--- src/pkg/bridge_params.svh ---
`ifndef BRIDGE_PARAMS_SVH
`define BRIDGE_PARAMS_SVH
// Bus widths
`define FETCH_AW 22
`define DATA_AW 32
`define DATA_W 32
`define PERIPH_AW 16
// Address decode
`define MEM1_BASE 32'h0000_8000
`define PF1_BASE 32'h0000_6000
`define PF1_LAST 32'h0000_6fff
`define PF2_BASE 32'h0000_7000
`define PF2_LAST 32'h0000_7fff
// Target codes
`define T_MEM0 2'h0
`define T_MEM1 2'h1
`define T_PERIPH 2'h2
// Request class bit positions, highest priority first
`define CL_DWR 0
`define CL_PWR 1
`define CL_DRD 2
`define CL_PRD 3
`define CL_FETCH 4
`define NUM_CLASS 5
// Peripheral read wait states
`define PF_RD_WAITS 2'h2
`endif

--- src/pkg/bridge_pkg.sv ---
package bridge_pkg;
  typedef enum logic [0:0] {
    PB_IDLE    = 1'b0,
    PB_RD_WAIT = 1'b1
  } pbus_state_e;
  typedef logic [1:0] target_t;
  typedef logic [4:0] class_vec_t;
endpackage

--- src/core/fixed_prio_arb.sv ---
`timescale 1ns/100ps
module fixed_prio_arb (
  // Requests, bit 0 ranks highest
  input logic [$bits(bridge_pkg::class_vec_t)-1:0] req,
  // One-hot grant
  output logic [$bits(bridge_pkg::class_vec_t)-1:0] gnt
);
  import bridge_pkg::*;
  // Lowest set bit wins; carry of the add isolates it
  assign gnt = req & (~req + class_vec_t'(1));
endmodule

--- src/core/memory_bus_priority_bridge.sv ---
`timescale 1ns/100ps
`include "bridge_params.svh"
// Summary of operation
// - Fetch bus has 22 address bits and 32 data bits.
// - Operand read and write buses carry 32 address and 32 data bits.
// - Zero-wait targets complete a full 32-bit access in one cycle.
// - Fetch, operand read and operand write may all complete together.
// - Targets rank data write, program write, read, program read, fetch.
// - Never issue data write and program write in one cycle.
// - Never issue program read and fetch in one cycle.
// - Bridge merges all buses onto one 16-bit address peripheral bus.
// - Legacy peripheral region accepts 16-bit accesses only.
// - First peripheral region accepts 16-bit and 32-bit accesses.
// - Peripheral writes take zero waits, reads exactly two waits.
// - Protected write then read reaches bus in order via alignment cycle.
module memory_bus_priority_bridge #(
  parameter logic [1:0] RD_WAITS = `PF_RD_WAITS
) (
  // Clock and reset
  input logic ref_clk,
  input logic reset_n,
  // Fetch bus (fetch or program-space read)
  input logic fetch_req,
  input logic fetch_prog,
  input logic fetch_size32,
  input logic [`FETCH_AW-1:0] fetch_addr,
  output logic fetch_ready,
  output logic fetch_err,
  output logic [`DATA_W-1:0] fetch_rdata,
  // Operand read bus
  input logic rd_req,
  input logic rd_size32,
  input logic [`DATA_AW-1:0] rd_addr,
  output logic rd_ready,
  output logic rd_err,
  output logic [`DATA_W-1:0] rd_rdata,
  // Operand write bus (data or program-space write)
  input logic wr_req,
  input logic wr_prog,
  input logic wr_size32,
  input logic [`DATA_AW-1:0] wr_addr,
  input logic [`DATA_W-1:0] wr_data,
  output logic wr_ready,
  output logic wr_err,
  // Two zero-wait memory targets
  output logic [1:0] mem_cs,
  output logic [1:0] mem_we,
  output logic [1:0] mem_size32,
  output logic [1:0][`DATA_AW-1:0] mem_addr,
  output logic [1:0][`DATA_W-1:0] mem_wdata,
  input logic [1:0][`DATA_W-1:0] mem_rdata,
  // Peripheral bus
  input logic prot_en,
  output logic periph_wr,
  output logic periph_rd,
  output logic periph_size32,
  output logic [`PERIPH_AW-1:0] periph_addr,
  output logic [`DATA_W-1:0] periph_wdata,
  input logic [`DATA_W-1:0] periph_rdata
);
  import bridge_pkg::*;

  logic [`DATA_AW-1:0] f_addr32;
  target_t f_tgt;
  target_t r_tgt;
  target_t w_tgt;
  class_vec_t req_v [3];
  class_vec_t gnt_v [3];
  pbus_state_e state_q;
  pbus_state_e state_d;
  logic [1:0] cnt_q;
  logic [1:0] cnt_d;
  logic owner_q;
  logic hold_q;
  logic prot_s1_q;
  logic prot_q;
  logic periph_wr_q;
  logic periph_rd_q;
  logic periph_size32_q;
  logic [`PERIPH_AW-1:0] periph_addr_q;
  logic [`DATA_W-1:0] periph_wdata_q;

  // Address decode per bus; fetch address is zero-extended
  // fetch bus width
  assign f_addr32 = {{(`DATA_AW-`FETCH_AW){1'b0}}, fetch_addr};
  function automatic target_t decode(input logic [`DATA_AW-1:0] a);
    logic pf;
    pf = (a >= `PF1_BASE) && (a <= `PF2_LAST);
    decode = pf ? `T_PERIPH : ((a >= `MEM1_BASE) ? `T_MEM1 : `T_MEM0);
  endfunction
  assign f_tgt = decode(f_addr32);
  assign r_tgt = decode(rd_addr);
  assign w_tgt = decode(wr_addr);

  // Peripheral bridge status
  wire p_busy = (state_q != PB_IDLE);
  wire p_done = (state_q == PB_RD_WAIT) && (cnt_q == 2'h0);

  // One fixed-priority arbiter per target
  // independent targets run in parallel
  for (genvar t = 0; t < 3; t++) begin : g_tgt
    localparam target_t TT = target_t'(t);
    wire is_p = (TT == `T_PERIPH);
    wire blk_all = is_p && p_busy;
    // Alignment cycle blocks reads after a protected write
    wire blk_rd = blk_all || (is_p && hold_q);
    assign req_v[t][`CL_DWR] = wr_req && !wr_prog && (w_tgt == TT) && !blk_all;
    assign req_v[t][`CL_PWR] = wr_req && wr_prog && (w_tgt == TT) && !blk_all;
    assign req_v[t][`CL_DRD] = rd_req && (r_tgt == TT) && !blk_rd;
    assign req_v[t][`CL_PRD] = fetch_req && fetch_prog && (f_tgt == TT) &&
                               !blk_rd;
    assign req_v[t][`CL_FETCH] = fetch_req && !fetch_prog &&
                                 (f_tgt == TT) && !blk_rd;
    fixed_prio_arb u_arb (
      .req(req_v[t]),
      .gnt(gnt_v[t])
    );
  end

  // Per-bus grant, collected over the targets
  wire wr_gnt = |{gnt_v[0][`CL_PWR:`CL_DWR], gnt_v[1][`CL_PWR:`CL_DWR],
                  gnt_v[2][`CL_PWR:`CL_DWR]};
  wire rd_gnt = gnt_v[0][`CL_DRD] | gnt_v[1][`CL_DRD] | gnt_v[2][`CL_DRD];
  wire f_gnt = |{gnt_v[0][`CL_FETCH:`CL_PRD], gnt_v[1][`CL_FETCH:`CL_PRD],
                 gnt_v[2][`CL_FETCH:`CL_PRD]};

  // Memory target drive; combinational so zero-wait accesses finish
  // in the cycle they are granted
  // single-cycle 32-bit access
  for (genvar m = 0; m < 2; m++) begin : g_mem
    wire sel_w = |gnt_v[m][`CL_PWR:`CL_DWR];
    wire sel_r = gnt_v[m][`CL_DRD];
    assign mem_cs[m] = |gnt_v[m];
    assign mem_we[m] = sel_w;
    assign mem_addr[m] = sel_w ? wr_addr : (sel_r ? rd_addr : f_addr32);
    assign mem_size32[m] = sel_w ? wr_size32 : (sel_r ? rd_size32 :
                                                 fetch_size32);
    assign mem_wdata[m] = wr_data;
  end

  // Peripheral grant decode
  // all buses funnel to one port
  wire p_wr_g = |gnt_v[2][`CL_PWR:`CL_DWR];
  wire p_rd_g = |gnt_v[2][`CL_FETCH:`CL_DRD];
  wire p_drd_g = gnt_v[2][`CL_DRD];
  wire [`DATA_AW-1:0] p_addr = p_wr_g ? wr_addr :
                               (p_drd_g ? rd_addr : f_addr32);
  wire p_sz = p_wr_g ? wr_size32 : (p_drd_g ? rd_size32 : fetch_size32);
  wire p_frame2 = (p_addr >= `PF2_BASE) && (p_addr <= `PF2_LAST);
  wire p_bad = (p_wr_g || p_rd_g) && p_frame2 && p_sz;
  wire issue_wr = p_wr_g && !p_bad;
  wire issue_rd = p_rd_g && !p_bad;

  // Read wait-state sequencer
  // two waits on reads
  always_comb begin
    state_d = state_q;
    cnt_d = cnt_q;
    unique case (state_q)
      PB_IDLE: begin
        if (issue_rd) begin
          state_d = PB_RD_WAIT;
          cnt_d = RD_WAITS;
        end
      end
      PB_RD_WAIT: begin
        if (cnt_q == 2'h0) begin
          state_d = PB_IDLE;
        end else begin
          cnt_d = cnt_q - 2'h1;
        end
      end
    endcase
  end

  // Protection pin comes from outside; two flops before use.
  // Resets on, so protection holds from the first access
  always_ff @(posedge ref_clk or negedge reset_n) begin
    if (!reset_n) begin
      prot_s1_q <= 1'b1;
      prot_q <= 1'b1;
    end else begin
      prot_s1_q <= prot_en;
      prot_q <= prot_s1_q;
    end
  end

  always_ff @(posedge ref_clk or negedge reset_n) begin
    if (!reset_n) begin
      state_q <= PB_IDLE;
      cnt_q <= 2'h0;
      owner_q <= 1'b0;
      hold_q <= 1'b0;
    end else begin
      state_q <= state_d;
      cnt_q <= cnt_d;
      if (issue_rd) begin
        owner_q <= !p_drd_g;
      end
      hold_q <= issue_wr && prot_q;
    end
  end

  // Peripheral strobes and payload come from flops
  // both widths pass in first region
  always_ff @(posedge ref_clk or negedge reset_n) begin
    if (!reset_n) begin
      periph_wr_q <= 1'b0;
      periph_rd_q <= 1'b0;
      periph_size32_q <= 1'b0;
      periph_addr_q <= '0;
      periph_wdata_q <= '0;
    end else begin
      periph_wr_q <= issue_wr;
      periph_rd_q <= (state_d == PB_RD_WAIT);
      if (issue_wr || issue_rd) begin
        periph_addr_q <= p_addr[`PERIPH_AW-1:0];
        periph_size32_q <= p_sz;
        periph_wdata_q <= wr_data;
      end
    end
  end
  assign periph_wr = periph_wr_q;
  assign periph_rd = periph_rd_q;
  assign periph_size32 = periph_size32_q;
  assign periph_addr = periph_addr_q;
  assign periph_wdata = periph_wdata_q;

  // Answers to the CPU; a loser simply sees ready low and holds
  // stall by withholding ready
  wire r_mem = (r_tgt != `T_PERIPH);
  wire f_mem = (f_tgt != `T_PERIPH);
  assign wr_ready = wr_gnt;
  assign wr_err = p_bad && p_wr_g;
  assign rd_err = p_bad && p_drd_g;
  assign fetch_err = p_bad && p_rd_g && !p_drd_g;
  assign rd_ready = (rd_gnt && (r_mem || p_bad)) || (p_done && !owner_q);
  assign fetch_ready = (f_gnt && (f_mem || p_bad)) || (p_done && owner_q);
  assign rd_rdata = r_mem ? mem_rdata[r_tgt[0]] : periph_rdata;
  assign fetch_rdata = f_mem ? mem_rdata[f_tgt[0]] : periph_rdata;

  // Checks
  wire rw_same = rd_req && wr_req && (r_tgt == w_tgt) && r_mem;
  single_cyc_rd_a: assert property (
    @(posedge ref_clk) disable iff (!reset_n)
    rd_req && r_mem && !(wr_req && w_tgt == r_tgt) |-> rd_ready)
    else $error("zero-wait read not completed in one cycle");
  all_three_a: assert property (
    @(posedge ref_clk) disable iff (!reset_n)
    fetch_req && rd_req && wr_req && f_mem && r_mem && f_tgt != r_tgt &&
    w_tgt == `T_PERIPH && !p_busy && !p_bad
    |-> fetch_ready && rd_ready && wr_ready)
    else $error("parallel accesses did not complete together");
  write_first_a: assert property (
    @(posedge ref_clk) disable iff (!reset_n)
    rw_same |-> wr_ready && !rd_ready
    ##1 (!wr_req || rd_ready || rw_same))
    else $error("write did not win over read");
  no_dual_wr_a: assert property (
    @(posedge ref_clk) disable iff (!reset_n)
    !(mem_we[0] && mem_we[1]) && !(p_wr_g && (mem_we != 2'h0)))
    else $error("two writes issued in one cycle");
  no_dual_prd_a: assert property (
    @(posedge ref_clk) disable iff (!reset_n)
    $onehot0({gnt_v[0][`CL_PRD], gnt_v[0][`CL_FETCH], gnt_v[1][`CL_PRD],
              gnt_v[1][`CL_FETCH], gnt_v[2][`CL_PRD],
              gnt_v[2][`CL_FETCH]}))
    else $error("program read and fetch issued together");
  legacy_16_a: assert property (
    @(posedge ref_clk) disable iff (!reset_n)
    (periph_wr || $rose(periph_rd)) && periph_size32 |->
    !((periph_addr >= `PF2_BASE) && (periph_addr <= `PF2_LAST)))
    else $error("32-bit access reached legacy region");
  wide_ok_a: assert property (
    @(posedge ref_clk) disable iff (!reset_n)
    issue_wr && p_sz |=> periph_wr && periph_size32)
    else $error("32-bit write not passed to peripheral");
  rd_two_wait_a: assert property (
    @(posedge ref_clk) disable iff (!reset_n)
    issue_rd && p_drd_g |-> !rd_ready ##1 (periph_rd && !rd_ready) [*2]
    ##1 (periph_rd && rd_ready))
    else $error("peripheral read wait states wrong");
  wr_zero_wait_a: assert property (
    @(posedge ref_clk) disable iff (!reset_n)
    issue_wr |-> wr_ready ##1 periph_wr)
    else $error("peripheral write not zero-wait");
  prot_gap_a: assert property (
    @(posedge ref_clk) disable iff (!reset_n)
    periph_wr && $past(prot_q) |=> !$rose(periph_rd))
    else $error("read followed protected write without alignment");
  stall_retry_a: assert property (
    @(posedge ref_clk) disable iff (!reset_n)
    rw_same ##1 rd_req && r_mem && !wr_req |-> rd_ready)
    else $error("stalled read not granted on retry");
  cov_rw_c: cover property (@(posedge ref_clk) rw_same ##1 rd_ready);
  cov_prd_c: cover property (@(posedge ref_clk) issue_rd ##3 p_done);
  cov_bad_c: cover property (@(posedge ref_clk) p_bad);
  cov_prot_c: cover property (@(posedge ref_clk) hold_q && rd_req &&
                              !r_mem);
endmodule

--- config.mk ---
export PLATFORM = sky130hd
export DESIGN_NAME = memory_bus_priority_bridge
export DESIGN_NICKNAME = d
export VERILOG_FILES = /design/src/pkg/bridge_pkg.sv /design/src/core/fixed_prio_arb.sv /design/src/core/memory_bus_priority_bridge.sv
export VERILOG_INCLUDE_DIRS = /design/src /design/src/pkg
export SDC_FILE = /design/constraint.sdc
export NUM_CORES = 1
export LEC_CHECK = 0
export BUFFER_PORTS_ARGS = -buffer_cell sky130_fd_sc_hd__buf_2
export CORE_AREA = 2 2 185 187
export CTS_CLUSTER_DIAMETER = 30
export DETAILED_ROUTE_END_ITERATION = 12
export DIE_AREA = 0 0 187 189
export PLACE_DENSITY = 0.54
export SLEW_MARGIN = 15
export SYNTH_ARGS = -nofsm -noshare
export SYNTH_HDL_FRONTEND = slang
export SYNTH_SLANG_ARGS = --single-unit
--- constraint.sdc ---
create_clock -name ref_clk -period 2.62 [get_ports ref_clk]
set_input_delay 0.393 -clock ref_clk [delete_from_list [all_inputs] [get_ports ref_clk]]
set_output_delay 0.393 -clock ref_clk [all_outputs]
set_load 0.05 [all_outputs]
-- Word-level counts from Yosys, hierarchy flattened
Cells that the tools add are included.
Widths: inputs -> output; s select.
- register bits after elaboration: 57
- magnitude comparators: 13
- mux-type cells: 30
- eq/ne operators: 10
- bitwise gates (word level): 9
- reductions and logical operators: 69
- $add $sub $neg: 4
- operator list (cell ; number):
    $mux 32 ; 12
    $ge 32x15->1 const B ; 3
    $le 32x15->1 const B ; 3
    $ge 32x16->1 const B ; 2
    $logic_and 1x1->1 ; 42
    $ge 22x15->1 const B ; 1
    $ge 22x16->1 const B ; 1
    $le 22x15->1 const B ; 1
    $add 5x1->5 const B ; 3
    $and 5x5->5 ; 3
    $not 5->5 ; 3
    $reduce_or 6->1 ; 2
    $mux 1 ; 11
    $mux 2 ; 5
    $reduce_or 5->1 ; 2
    $logic_not 2->1 ; 4
    $ne 2x2->1 const B ; 4
    $logic_not 1->1 ; 7
    $logic_or 1x1->1 ; 7
    $eq 2x1->1 const B ; 3
    $eq 2x2->1 const B ; 3
    $reduce_or 2->1 ; 3
    $lt 1x2->1 const B ; 2
    $pmux 2 s2 ; 1
    other kinds (6) ; 7

-- Longest topological paths before layout
Gate-level depths: netlist of the first run.
- word-level depth: 19
- depth in mapped cells: 9

-- By module
From an unflattened synthesis of the first run, not the netlist that was laid out.
- cells, all modules: 788
- area, all modules: 6085.8 µm²
- by module, submodules not included (module ; times used ; area each (µm²) ; cells each):
    memory_bus_priority_bridge ; 1 ; 5920.7 ; 770
    fixed_prio_arb ; 3 ; 55.1 ; 6

-- Worst setup path before layout of the first run
Ideal clock, no wire load.
- kind: input to output
- start point: in rd_addr[30]
- end point: out mem_addr[35] in the netlist's numbering
- required time: 2.227 ns
- path buffers: 1
- setup slack: -0.828 ns
- stages on the path: 6
- arrival: 3.055 ns
- cell sequence: or4_1 or3_1 o21ai_2 buf_4 mux2i_1 o21ai_0
- RTL lines (element ; line ; source):
    start, declared ; memory_bus_priority_bridge.sv:33 ; input logic [`DATA_AW-1:0] rd_addr,
    end, declared ; memory_bus_priority_bridge.sv:49 ; output logic [1:0][`DATA_AW-1:0] mem_addr,

==> results of run 1 <==
logic make-up after synthesis:
| family | after synthesis |
|---|---|
| AOI/OAI and AO/OA | 146 |
| and+or+nand+nor | 231 |
| muxes | 161 |
| buffers and inverters | 127 |
| DFF | 57 |
| adders and majority gates | 1 |
| other | 1 |
stage by stage:
stage	util	instance area, um2	setup TNS [ns]	setup slack (ns)
6_report	0.3708	12340	-9.339	-0.2197
5_1_grt	0.3708	12340	-14.44	-0.2801
2_1_floorplan	-	6563	-3.835	-0.3428
3_3_place_gp	0.2978	9912	-26.05	-0.3219
4_1_cts	0.3402	11320	-9.526	-0.2246
3_5_place_dp	0.2978	9912	-30.32	-0.3312
where the power goes:
part,leakage [uW],internal (uW),switching (uW)
clock network,0.000151,811,413
registers,0.000784,904,11.7
logic,0.00515,714,1310
total,0.00608,2430,1730
critical path, cell delays in order:
cell and delay, ns:
sky130_fd_sc_hd__buf_6 0.09, sky130_fd_sc_hd__or4_4 0.53, sky130_fd_sc_hd__or3_4 0.37, sky130_fd_sc_hd__o21ai_4 0.21
sky130_fd_sc_hd__buf_6 0.14, sky130_fd_sc_hd__buf_12 0.17, sky130_fd_sc_hd__mux2i_4 0.28, sky130_fd_sc_hd__o21ai_4 0.07
sky130_fd_sc_hd__buf_6 0.16
final timing paths:
kind	to	depth (start not counted)
min	periph_addr[1]	1
max reg2reg	periph_wdata[17]	12
min in group ref_clk	prot_s1_q	1
max in group asynchronous	periph_wdata[24]	2
max	mem_addr[43]	9
min reg2reg	prot_q	0
synthesized netlist by cell type (2+ instances only):
cell type / instances
sky130_fd_sc_hd__a21oi_1: 34
sky130_fd_sc_hd__a22o_1: 3
sky130_fd_sc_hd__a31oi_1: 5
sky130_fd_sc_hd__and2_1: 10
sky130_fd_sc_hd__and3_1: 5
sky130_fd_sc_hd__buf_1: 4
sky130_fd_sc_hd__buf_2: 5
sky130_fd_sc_hd__buf_4: 80
sky130_fd_sc_hd__buf_6: 2
sky130_fd_sc_hd__clkbuf_1: 29
sky130_fd_sc_hd__dfrtp_1: 55
sky130_fd_sc_hd__dfstp_2: 2
sky130_fd_sc_hd__inv_1: 6
sky130_fd_sc_hd__mux2_2: 28
sky130_fd_sc_hd__mux2_4: 17
sky130_fd_sc_hd__mux2i_1: 116
sky130_fd_sc_hd__nand2_1: 108
sky130_fd_sc_hd__nand2b_1: 2
sky130_fd_sc_hd__nand3_1: 7
sky130_fd_sc_hd__nand4_1: 7
sky130_fd_sc_hd__nor2_1: 50
sky130_fd_sc_hd__nor3_1: 8
sky130_fd_sc_hd__nor3b_1: 5
sky130_fd_sc_hd__nor4_1: 9
sky130_fd_sc_hd__o21ai_0: 95
sky130_fd_sc_hd__or2_1: 2
sky130_fd_sc_hd__or2_2: 2
sky130_fd_sc_hd__or3_1: 3
sky130_fd_sc_hd__or4_1: 2
per-layer routing:
metal | wire length, um | track usage
met1 | 12630 | 0.1916
met2 | 17570 | 0.3120
met3 | 2142 | 0.03522
met4 | 520 | 0.04762
met5 | 43 | 0
final cells by class:
type | instances | area [um2] | area share
flip-flops and latches | 57 | 1430 | 0.1159
clock inverters | 4 | 50.05 | 0.004055
inverters | 6 | 22.52 | 0.001825
diodes | 1 | 2.502 | 0.0002028
well taps | 448 | 560.5 | 0.04542
repair buffers | 606 | 4815 | 0.3901
clock buffers | 12 | 266.5 | 0.02159
multi-input cells | 549 | 5195 | 0.4209
sequential cells by signal, summed over array words and instances (netlist names):
register and flops:
prot_s1_q 1, periph_wr 1, prot_q 1, periph_addr 16, periph_rd 1, owner_q 1, periph_size32 1, periph_wdata 32
hold_q 1, cnt_q 2
what timing repair did:
| action | in CTS | in global routing |
|---|---|---|
| setup buffers | 19 | 11 |
| cloned | 7 | 10 |
| resized for setup | 201 | 173 |
| pin swaps | 10 | 22 |
| endpoints found under the setup margin | 84 | 136 |
==> results.txt, run 1 <==
----------------------------------------------------
[Pwr]
  Total chip power ... ~4200 uW
  Leakage component of the power ... 0.006084 uW
  Maximum vdd ir drop ... ~0.21 mV
  PD cells ... 337.1 nW/um2

[Final layout]
  Leading cell type in the layout, fill and taps excluded ... sky130_fd_sc_hd__buf_2
  Final Instance Count excl. Fillers ... around 1700
  Leading cell types in the layout, fill and taps excluded ... sky130_fd_sc_hd__buf_2, sky130_fd_sc_hd__nand2_1, sky130_fd_sc_hd__mux2i_1
  Nets ... around 1500
  Number of fill cells ... ~3400
  Area added between synthesis and finish ... 110.8%
  Fraction of final layout cells sized beyond drive strength 1 ... 0.6864

[Outcome]
  Failing checks ... negative setup slack
  Result of the run ... complete, but fails checks

[Synthesis]
  Syn avg cell area ... between 8 and 9 um2
  Main combinational cell family by area after synthesis ... multiplexers
  Synth top area share ... 0.2350
  Xor-xnor portion of the synthesized cell area ... 0
  Yosys warning count ... 0
  Share of synthesized area occupied by flip-flops and latches ... 0.2440
  Library cell occupying the most area in the post-synthesis netlist ... sky130_fd_sc_hd__dfrtp_1
  Async set or reset register ratio after synthesis ... 1.000
  Number of synthesized flops with an enable pin ... 0
  Instance count of the mapped netlist ... between 700 and 800
  Adder-cell share of the synthesized area ... 0.002137
  Main area contributors after synthesis ... sky130_fd_sc_hd__dfrtp_1, sky130_fd_sc_hd__mux2i_1, sky130_fd_sc_hd__buf_4
  Synth Area in Compound Gates ... 0.1350
  Mux contribution to synthesized area ... 0.2957
  Area share of and/or/nand/nor cells after synthesis ... 0.1842
  Synth Register Bits ... 57
  Top flip-flop cell by instance count after synthesis ... sky130_fd_sc_hd__dfrtp_1
  Count of cell types in the netlist ... 52
  Synthesized area ... 5856 um2

[CTS]
  Worst-Skew Late Latency ... 0.32 ns
  Number of buffers between clock root and the deepest sink ... 2
  TritonCTS clock tree ... built
  H-tree depth reported by CTS ... 3
  Clock Sink Count ... 57
  Clock tree root driver cell ... sky130_fd_sc_hd__clkbuf_16
  Number of buffers inserted during clock tree synthesis ... 9
  Clock transition at the registers of the reported paths ... ~0.050 ns
  CTS Hold Bufs ... 0

[Global routing]
  Antenna violations before repair ... 8
  Number of global-route vias before repair ... around 7300
  Aggregate global-route resource usage ... 0.1673
  Total overflow reported by the global router ... 0
  Wire length of the first global-routing pass ... 45.02 mm
  Maximum number of pins on one net before global-route repair ... 67

[Timing]
  Portion of the clock cycle consumed by the worst path in the final layout ... 1.084
  Number of pins with negative max-slew slack in the final report ... 0
  Achievable frequency ... ~350 MHz
  Smallest hold slack ... just over 0.05 ns
  Unrepaired setup endpoints after global routing ... true
  Slew HR ... 0.5840
  Hold Violations, Final ... 0
  Actual transition at the worst max-transition pin ... approximately 0.62 ns
  Clock skew ... 0.004872 ns
  Final critical-path setup slack ... -0.2197 ns
  Time the final worst path needs with I/O delays and setup ... about 2.8 ns
  Final number of setup-violating endpoints ... 62

[Routing]
  Routed wirelength normalized by instance count ... approximately 20 um
  Total Routed Length ... between 30 and 40 mm
  Via-per-instance ratio ... 4.429
  Routed via count ... between 7000 and 8000
  Number of remaining DRC errors ... 0
  Starting DRC count in detailed routing ... 191
  Number of search-and-repair iterations in the first detailed-routing pass ... 4
  Number of nets with antenna violations after routing ... 0

[Floorplan]
  Initial cell density of the core ... 0.1759
  Die area ... roughly 35000 um2
  Boundary pin count ... 480
  Standard cell core area ... ~33000 um2
  Number of core rows ... between 60 and 70
  Die extent in y ... 189 um
  Chip width ... ~190 um

[Critical path]
  Path type of the worst setup path ... in -> out
  Category of the worst setup path launch point ... input pin
  Worst-path maximum fanout ... 8
  Required time worst endpoint ... between 2 and 2.5 ns
  Launching element of the worst setup path ... rd_addr[30]
  CP Data Arrival Time ... ~2.5 ns
  Worst Setup End Kind ... output port
  Register-to-register setup slack ... roughly 0.060 ns
  Reg2Reg Launch Point ... periph_rd

[Flow run]
  Max capacitance violation total ... 0

[Place]
  Dpl cells ... about 1600
  Detailed placement HPWL ... 24.83 mm
  Buffers added on ports ... roughly 470
  Routability cong. ... around 0.9

[Worst hold path]
  Worst hold path class ... in -> async

----------------------------------------------------
Power figures use the tool's default switching activity.
==> run 2, diff against run 1 <==
--- a/config.mk
+++ b/config.mk
@@ -12,6 +12,7 @@
 export DETAILED_ROUTE_END_ITERATION = 12
 export DIE_AREA = 0 0 187 189
 export PLACE_DENSITY = 0.54
+export SETUP_SLACK_MARGIN = 0.1
 export SLEW_MARGIN = 15
 export SYNTH_ARGS = -nofsm -noshare
 export SYNTH_HDL_FRONTEND = slang
==> run 2 against run 1 <==
  * The flow still finishes with violations (negative setup slack)
  * Hold slack improved by 0.034 ns
  * Combinational power about the same
  * Sequential cell count unchanged
  * Clock power up 6%
  * Critical endpoint is now mem_addr[42]
  * Largest power group unchanged
  * Highest routed layer is now met4
==> results.txt, run 2 (synthesized netlist as in run 1, its figures left out) <==
----------------------------------------------------
[Critical path]
  CP Data Arrival Time ... 2.42 ns (-0.03 ns)
  Path type of the worst setup path ... in -> out
  Crit path max-delay cell type ... sky130_fd_sc_hd__or4_4
  Category of the worst setup path launch point ... input pin
  Most frequent cell on the critical path ... sky130_fd_sc_hd__buf_6
  Worst path cell trace ... buf_6 > or4_4 > or3_4 > o21ai_4 > buf_6 > buf_12 > mux2i_4 > o21ai_4 > buf_6
  Worst-path maximum fanout ... 8 (unchanged)
  Required time worst endpoint ... 2.23 ns (about the same)
  Largest stage delay on the critical path ... 0.53 ns (about the same)
  Worst Setup End Kind ... output port

[Final layout]
  Area of all placed cells without fillers ... 12570 um2 (+1.9%)
  Reg area ... 1430 um2 (unchanged)
  Number of flip-flops in the largest register ... 32 (unchanged)
  Number of fill cells ... 3300 (-1.6%)
  Leading cell types in the layout, fill and taps excluded ... sky130_fd_sc_hd__buf_2, sky130_fd_sc_hd__nand2_1, sky130_fd_sc_hd__buf_6
  Leading cell type in the layout, fill and taps excluded ... sky130_fd_sc_hd__buf_2
  Nets ... 1462 (+0.48%)
  Footprint of the multi-input gates ... 5356 um2 (+3.1%)
  Fraction of final layout cells sized beyond drive strength 1 ... 0.7019 (+0.01547)
  Final design utilization ... 0.3777 (+0.006880)
  Area added between synthesis and finish ... 114.7%

[CTS]
  Number of buffers inserted during clock tree synthesis ... 9 (unchanged)
  TritonCTS clock tree ... built
  Clock Sink Count ... 57 (unchanged)
  Clock transition at the registers of the reported paths ... 0.06 ns (about the same)
  H-tree depth reported by CTS ... 3 (unchanged)
  Worst-Skew Late Latency ... 0.33 ns (about the same)
  CTS Hold Bufs ... 0 (unchanged)
  Clock tree root driver cell ... sky130_fd_sc_hd__clkbuf_16
  Number of buffers between clock root and the deepest sink ... 2 (unchanged)

[Pwr]
  Maximum vdd ir drop ... 0.2950 mV (+39%)
  Leakage component of the power ... 0.006165 uW (+1.3%)
  PD cells ... 337.6 nW/um2 (+0.16%)
  Total chip power ... 4244 uW (+2.0%)

[Timing]
  Actual transition at the worst max-transition pin ... 0.6390 ns (+0.01511 ns)
  Portion of the clock cycle consumed by the worst path in the final layout ... 1.075 (-0.009323)
  Final number of setup-violating endpoints ... 73 (+18%)
  Final critical-path setup slack ... -0.1953 ns (+0.02443 ns)
  Achievable frequency ... 355.2 MHz (+0.87%)
  Number of pins with negative max-slew slack in the final report ... 0 (unchanged)
  Slew HR ... 0.5740 (-0.01007)
  Hold Violations, Final ... 0 (unchanged)
  Clock skew ... 0.008893 ns (+0.004021 ns)
  Time the final worst path needs with I/O delays and setup ... 2.815 ns (-0.02443 ns)
  Post-route setup TNS ... -5.717 ns (+3.622 ns)
  Unrepaired setup endpoints after global routing ... true

[Global routing]
  Wire length of the first global-routing pass ... 45.36 mm (+0.77%)
  Total overflow reported by the global router ... 0 (unchanged)
  Antenna violations before repair ... 3 (-5)
  Number of global-route vias before repair ... 7494 (+2.0%)
  Aggregate global-route resource usage ... 0.1660 (-0.001257)
  Maximum number of pins on one net before global-route repair ... 67 (unchanged)

[Floorplan]
  Number of core rows ... 67 (unchanged)
  Chip width ... 187 um (unchanged)
  Standard cell core area ... 33280 um2 (unchanged)
  Initial cell density of the core ... 0.1759 (unchanged)
  Die area ... 35340 um2 (unchanged)
  Boundary pin count ... 480 (unchanged)
  Die extent in y ... 189 um (unchanged)

[Place]
  Worst slack at placement ... -0.2806 ns (+0.05057 ns)
  Buffers added on ports ... 467 (unchanged)
  Detailed placement HPWL ... 23.85 mm (-3.9%)
  Total placed instance area ... 9896 um2 (-0.16%)
  Routability cong. ... 0.8897 (about the same)

[Routing]
  Routed via count ... 7379 (-1.0%)
  Starting DRC count in detailed routing ... 252 (+32%)
  Number of nets with antenna violations after routing ... 0 (unchanged)
  Routed wirelength normalized by instance count ... 18.43 um (-5.8%)
  Number of remaining DRC errors ... 0 (unchanged)
  Total Routed Length ... 31.16 mm (-5.3%)
  Number of search-and-repair iterations in the first detailed-routing pass ... 6 (+2)
  Via-per-instance ratio ... 4.364 (-1.5%)

[Flow run]
  Max capacitance violation total ... 0 (unchanged)

[Outcome]
  Failing checks ... negative setup slack
  Result of the run ... complete, but fails checks

[Worst hold path]
  Worst hold path class ... in -> async

----------------------------------------------------
run 2: cell count changes in the layout (fill, tap and decap cells not counted), moves of 7 or more:
cell and delta:
sky130_fd_sc_hd__buf_16 +7, sky130_fd_sc_hd__buf_2 -7, sky130_fd_sc_hd__clkbuf_16 -7, sky130_fd_sc_hd__buf_6 +13, sky130_fd_sc_hd__buf_4 +11
run 2: final cells by class:
type	count	area share
diodes	2	0.0003981
clock buffers	9	0.01792
clock inverters	7	0.008162
inverters	6	0.001792
multi-input cells	549	0.4261
flip-flops and latches	57	0.1138
well taps	448	0.04459
repair buffers	613	0.3873
run 2: per-stage QoR:
| stage | instances | hold slack (ns) |
|---|---|---|
| finish | 1691 | 0.08527 |
| global route | 1691 | 0.1242 |
| CTS | 1674 | 0.1047 |
| detailed placement | 1618 | 0.3473 |
| global placement | 1618 | 0.3473 |
| floorplan | 733 | 0.09741 |
run 2: critical path: cells and delay by family:
kind / cells / cell delay [ns]
simple gates: 2 / 0.91
buf+inv: 4 / 0.58
mux: 1 / 0.28
compound gates: 2 / 0.23
run 2: repair_timing:
action / in CTS / in global routing
cloned: 10 / 2
resized for setup: 289 / 122
endpoints found under the setup margin: 137 / 140
setup buffers: 30 / 13
pin swaps: 25 / 20
run 2: worst paths after layout:
kind	from	to	slack (ns)	depth (start not counted)
min in group ref_clk	prot_en	prot_s1_q	0.17	1
min	reset_n	periph_wdata[29]	0.09	1
max reg2reg	periph_rd	periph_wdata[15]	-0.04	10
min reg2reg	prot_s1_q	prot_q	0.35	0
max	rd_addr[30]	mem_addr[42]	-0.20	9
max in group asynchronous	reset_n	prot_s1_q	1.83	2
run 2: metal layers:
layer / up-vias / wire length, um / global-route usage
li1: 3522 / - / -
met4: 0 / 637 / 0.04335
met1: 3478 / 11690 / 0.1850
met2: 346 / 16840 / 0.3187
met3: 33 / 1989 / 0.03392
met5: - / 0 / 0
run 2: power by group:
part           internal (uW)  switching (uW)  leakage (uW)
Sequential               903            11.8      0.000784
Combinational            719            1320       0.00522
Clock                    840             454      0.000156
==> run 3, diff against run 2 <==
--- a/config.mk
+++ b/config.mk
@@ -7,11 +7,12 @@
 export NUM_CORES = 1
 export LEC_CHECK = 0
 export BUFFER_PORTS_ARGS = -buffer_cell sky130_fd_sc_hd__buf_2
-export CORE_AREA = 2 2 185 187
+export CORE_AREA = 2 2 188 190
+export CTS_BUF_LIST = sky130_fd_sc_hd__clkbuf_8
 export CTS_CLUSTER_DIAMETER = 30
 export DETAILED_ROUTE_END_ITERATION = 12
-export DIE_AREA = 0 0 187 189
-export PLACE_DENSITY = 0.54
+export DIE_AREA = 0 0 190 192
+export PLACE_DENSITY = 0.53
 export SETUP_SLACK_MARGIN = 0.1
 export SLEW_MARGIN = 15
 export SYNTH_ARGS = -nofsm -noshare
==> run 3 against run 2 <==
  * The run still ends with negative setup slack left
  * Sequential share of layout area decreased by 0.21 points
  * Non-clock buffer count increased by 33
  * Register-to-register slack improved by 0.13 ns
  * Critical path depth unchanged
  * Hold slack improved by 0.071 ns
  * Critical path type unchanged
==> results.txt, run 3 (synthesized netlist as in run 1, its figures left out) <==
----------------------------------------------------
[Place]
  Total placed instance area ... 9832 um2 (-0.64%)
  Routability cong. ... 0.9063 (+1.9%)
  Detailed placement HPWL ... 21.48 mm (-9.9%)
  Dpl cells ... 1639 (+1.3%)
  Buffers added on ports ... 467 (unchanged)

[Routing]
  Routed wirelength normalized by instance count ... 17.87 um (-3.0%)
  Total Routed Length ... 30.91 mm (-0.82%)
  Number of search-and-repair iterations in the first detailed-routing pass ... 4 (-2)
  Via-per-instance ratio ... 4.425 (+1.4%)
  Starting DRC count in detailed routing ... 229 (-9.1%)
  Routed via count ... 7651 (+3.7%)
  Number of remaining DRC errors ... 0 (unchanged)
  Number of nets with antenna violations after routing ... 0 (unchanged)

[Floorplan]
  Standard cell core area ... 34290 um2 (+3.0%)
  Die extent in y ... 192 um (+1.6%)
  Initial cell density of the core ... 0.1708 (-0.005168)
  Die area ... 36480 um2 (+3.2%)
  Chip width ... 190 um (+1.6%)
  Number of core rows ... 68 (+1.5%)
  Boundary pin count ... 480 (unchanged)

[Pwr]
  Leakage component of the power ... 0.006381 uW (+3.5%)
  Maximum vdd ir drop ... 0.2664 mV (-9.7%)
  PD cells ... 302.9 nW/um2 (-10%)
  Total chip power ... 3881 uW (-8.6%)

[Timing]
  Actual transition at the worst max-transition pin ... 0.7653 ns (+0.1263 ns)
  Slew HR ... 0.4898 (-0.08419)
  Time the final worst path needs with I/O delays and setup ... 2.845 ns (+0.03007 ns)
  Portion of the clock cycle consumed by the worst path in the final layout ... 1.086 (+0.01148)
  Number of pins with negative max-slew slack in the final report ... 0 (unchanged)
  Achievable frequency ... 351.4 MHz (-1.1%)
  Final number of setup-violating endpoints ... 58 (-21%)
  Final critical-path setup slack ... -0.2254 ns (-0.03007 ns)
  Clock skew ... 0.01286 ns (+0.003972 ns)
  Unrepaired setup endpoints after global routing ... true
  Hold Violations, Final ... 0 (unchanged)

[Final layout]
  Final Instance Count excl. Fillers ... 1729 (+2.2%)
  Area of all placed cells without fillers ... 12810 um2 (+1.9%)
  Leading cell type in the layout, fill and taps excluded ... sky130_fd_sc_hd__buf_2
  Leading cell types in the layout, fill and taps excluded ... sky130_fd_sc_hd__buf_2, sky130_fd_sc_hd__buf_6, sky130_fd_sc_hd__nand2_1, sky130_fd_sc_hd__buf_4, sky130_fd_sc_hd__mux2i_1
  Area added between synthesis and finish ... 118.8%
  Nets ... 1495 (+2.3%)
  Fraction of final layout cells sized beyond drive strength 1 ... 0.7119 (+0.01008)
  Number of flip-flops in the largest register ... 32 (unchanged)
  Reg area ... 1430 um2 (unchanged)
  Number of fill cells ... 3428 (+3.9%)
  Footprint of the multi-input gates ... 5271 um2 (-1.6%)
  Antenna cells ... 0 (-2)
  Final design utilization ... 0.3736 (-0.004126)

[Global routing]
  Total overflow reported by the global router ... 0 (unchanged)
  Antenna violations before repair ... 3 (unchanged)
  Aggregate global-route resource usage ... 0.1521 (-0.01395)
  Maximum number of pins on one net before global-route repair ... 67 (unchanged)
  Number of global-route vias before repair ... 7595 (+1.3%)
  Wire length of the first global-routing pass ... 43.09 mm (-5.0%)

[Critical path]
  Required time worst endpoint ... 2.23 ns (about the same)
  Worst-path maximum fanout ... 8 (unchanged)
  Category of the worst setup path launch point ... input pin
  Worst Setup End Kind ... output port
  Path type of the worst setup path ... in -> out
  CP Data Arrival Time ... 2.45 ns (+0.03 ns)

[CTS]
  Clock Sink Count ... 57 (unchanged)
  TritonCTS clock tree ... built
  Number of buffers between clock root and the deepest sink ... 2 (unchanged)
  Clock tree root driver cell ... sky130_fd_sc_hd__clkbuf_8
  Clock transition at the registers of the reported paths ... 0.07 ns (about the same)
  Worst-Skew Late Latency ... 0.34 ns (about the same)
  Number of buffers inserted during clock tree synthesis ... 9 (unchanged)
  CTS Hold Bufs ... 0 (unchanged)
  H-tree depth reported by CTS ... 3 (unchanged)

[Outcome]
  Failing checks ... negative setup slack
  Result of the run ... complete, but fails checks

[Flow run]
  Max capacitance violation total ... 0 (unchanged)

[Worst hold path]
  Worst hold path class ... in -> reg

----------------------------------------------------
-- run 3: area by class of cell --
| cell class | instances | share of cell area |
|---|---|---|
| timing repair buffer | 646 | 0.4137 |
| clock inverter | 7 | 0.007326 |
| multi-input combinational | 549 | 0.4115 |
| inverter | 6 | 0.001758 |
| clock buffer | 9 | 0.009670 |
| tap | 455 | 0.04444 |
| sequential | 57 | 0.1116 |
-- run 3: report_power, final --
part | switching, uW | leakage [uW] | total, uW | internal, uW
clock network | 397 | 0.000106 | 932 | 535
registers | 11.0 | 0.000784 | 913 | 902
logic | 1310 | 0.00549 | 2040 | 729
total | 1710 | 0.00638 | 3880 | 2170
-- run 3: per-stage QoR --
step	worst slack [ns]	setup TNS (ns)	hold slack, ns
after global routing	-0.2844	-10.08	0.1264
after global placement	-0.2978	-18.96	0.3464
after detailed placement	-0.2703	-18.59	0.3492
final	-0.2254	-6.684	0.1565
after floorplan	-0.3428	-2.040	0.09741
after CTS	-0.2558	-6.293	0.1191
-- run 3: final timing paths --
kind	to	start	slack, ns	cells after the start
min in group asynchronous	periph_wdata[16]	reset_n	0.21	2
max reg2reg	periph_wdata[21]	periph_rd	0.09	9
min	prot_s1_q	prot_en	0.16	1
min reg2reg	prot_q	prot_s1_q	0.36	0
max	mem_addr[39]	rd_addr[30]	-0.23	9
max in group asynchronous	periph_rd	reset_n	1.85	2
-- run 3: worst max-delay path, stage by stage --
cell                      delay [ns]
sky130_fd_sc_hd__buf_6          0.09
sky130_fd_sc_hd__or4_4          0.53
sky130_fd_sc_hd__or3_4          0.38
sky130_fd_sc_hd__o21ai_4        0.21
sky130_fd_sc_hd__buf_6          0.13
sky130_fd_sc_hd__buf_12         0.17
sky130_fd_sc_hd__mux2i_4        0.28
sky130_fd_sc_hd__o21ai_4        0.08
sky130_fd_sc_hd__buf_6          0.15
-- run 3: what timing repair did --
item,in CTS,in global routing
resized for setup,338,122
setup endpoints to repair,95,132
pin swaps,25,37
buffers inserted,39,17
gates cloned,12,8
-- run 3: layer usage --
layer | up-vias | GRT usage | wire length [um]
met5 | - | 0 | 0
met2 | 372 | 0.2809 | 15870
met4 | 0 | 0.04323 | 707
met1 | 3648 | 0.1773 | 12270
met3 | 47 | 0.02978 | 2051
li1 | 3584 | - | -
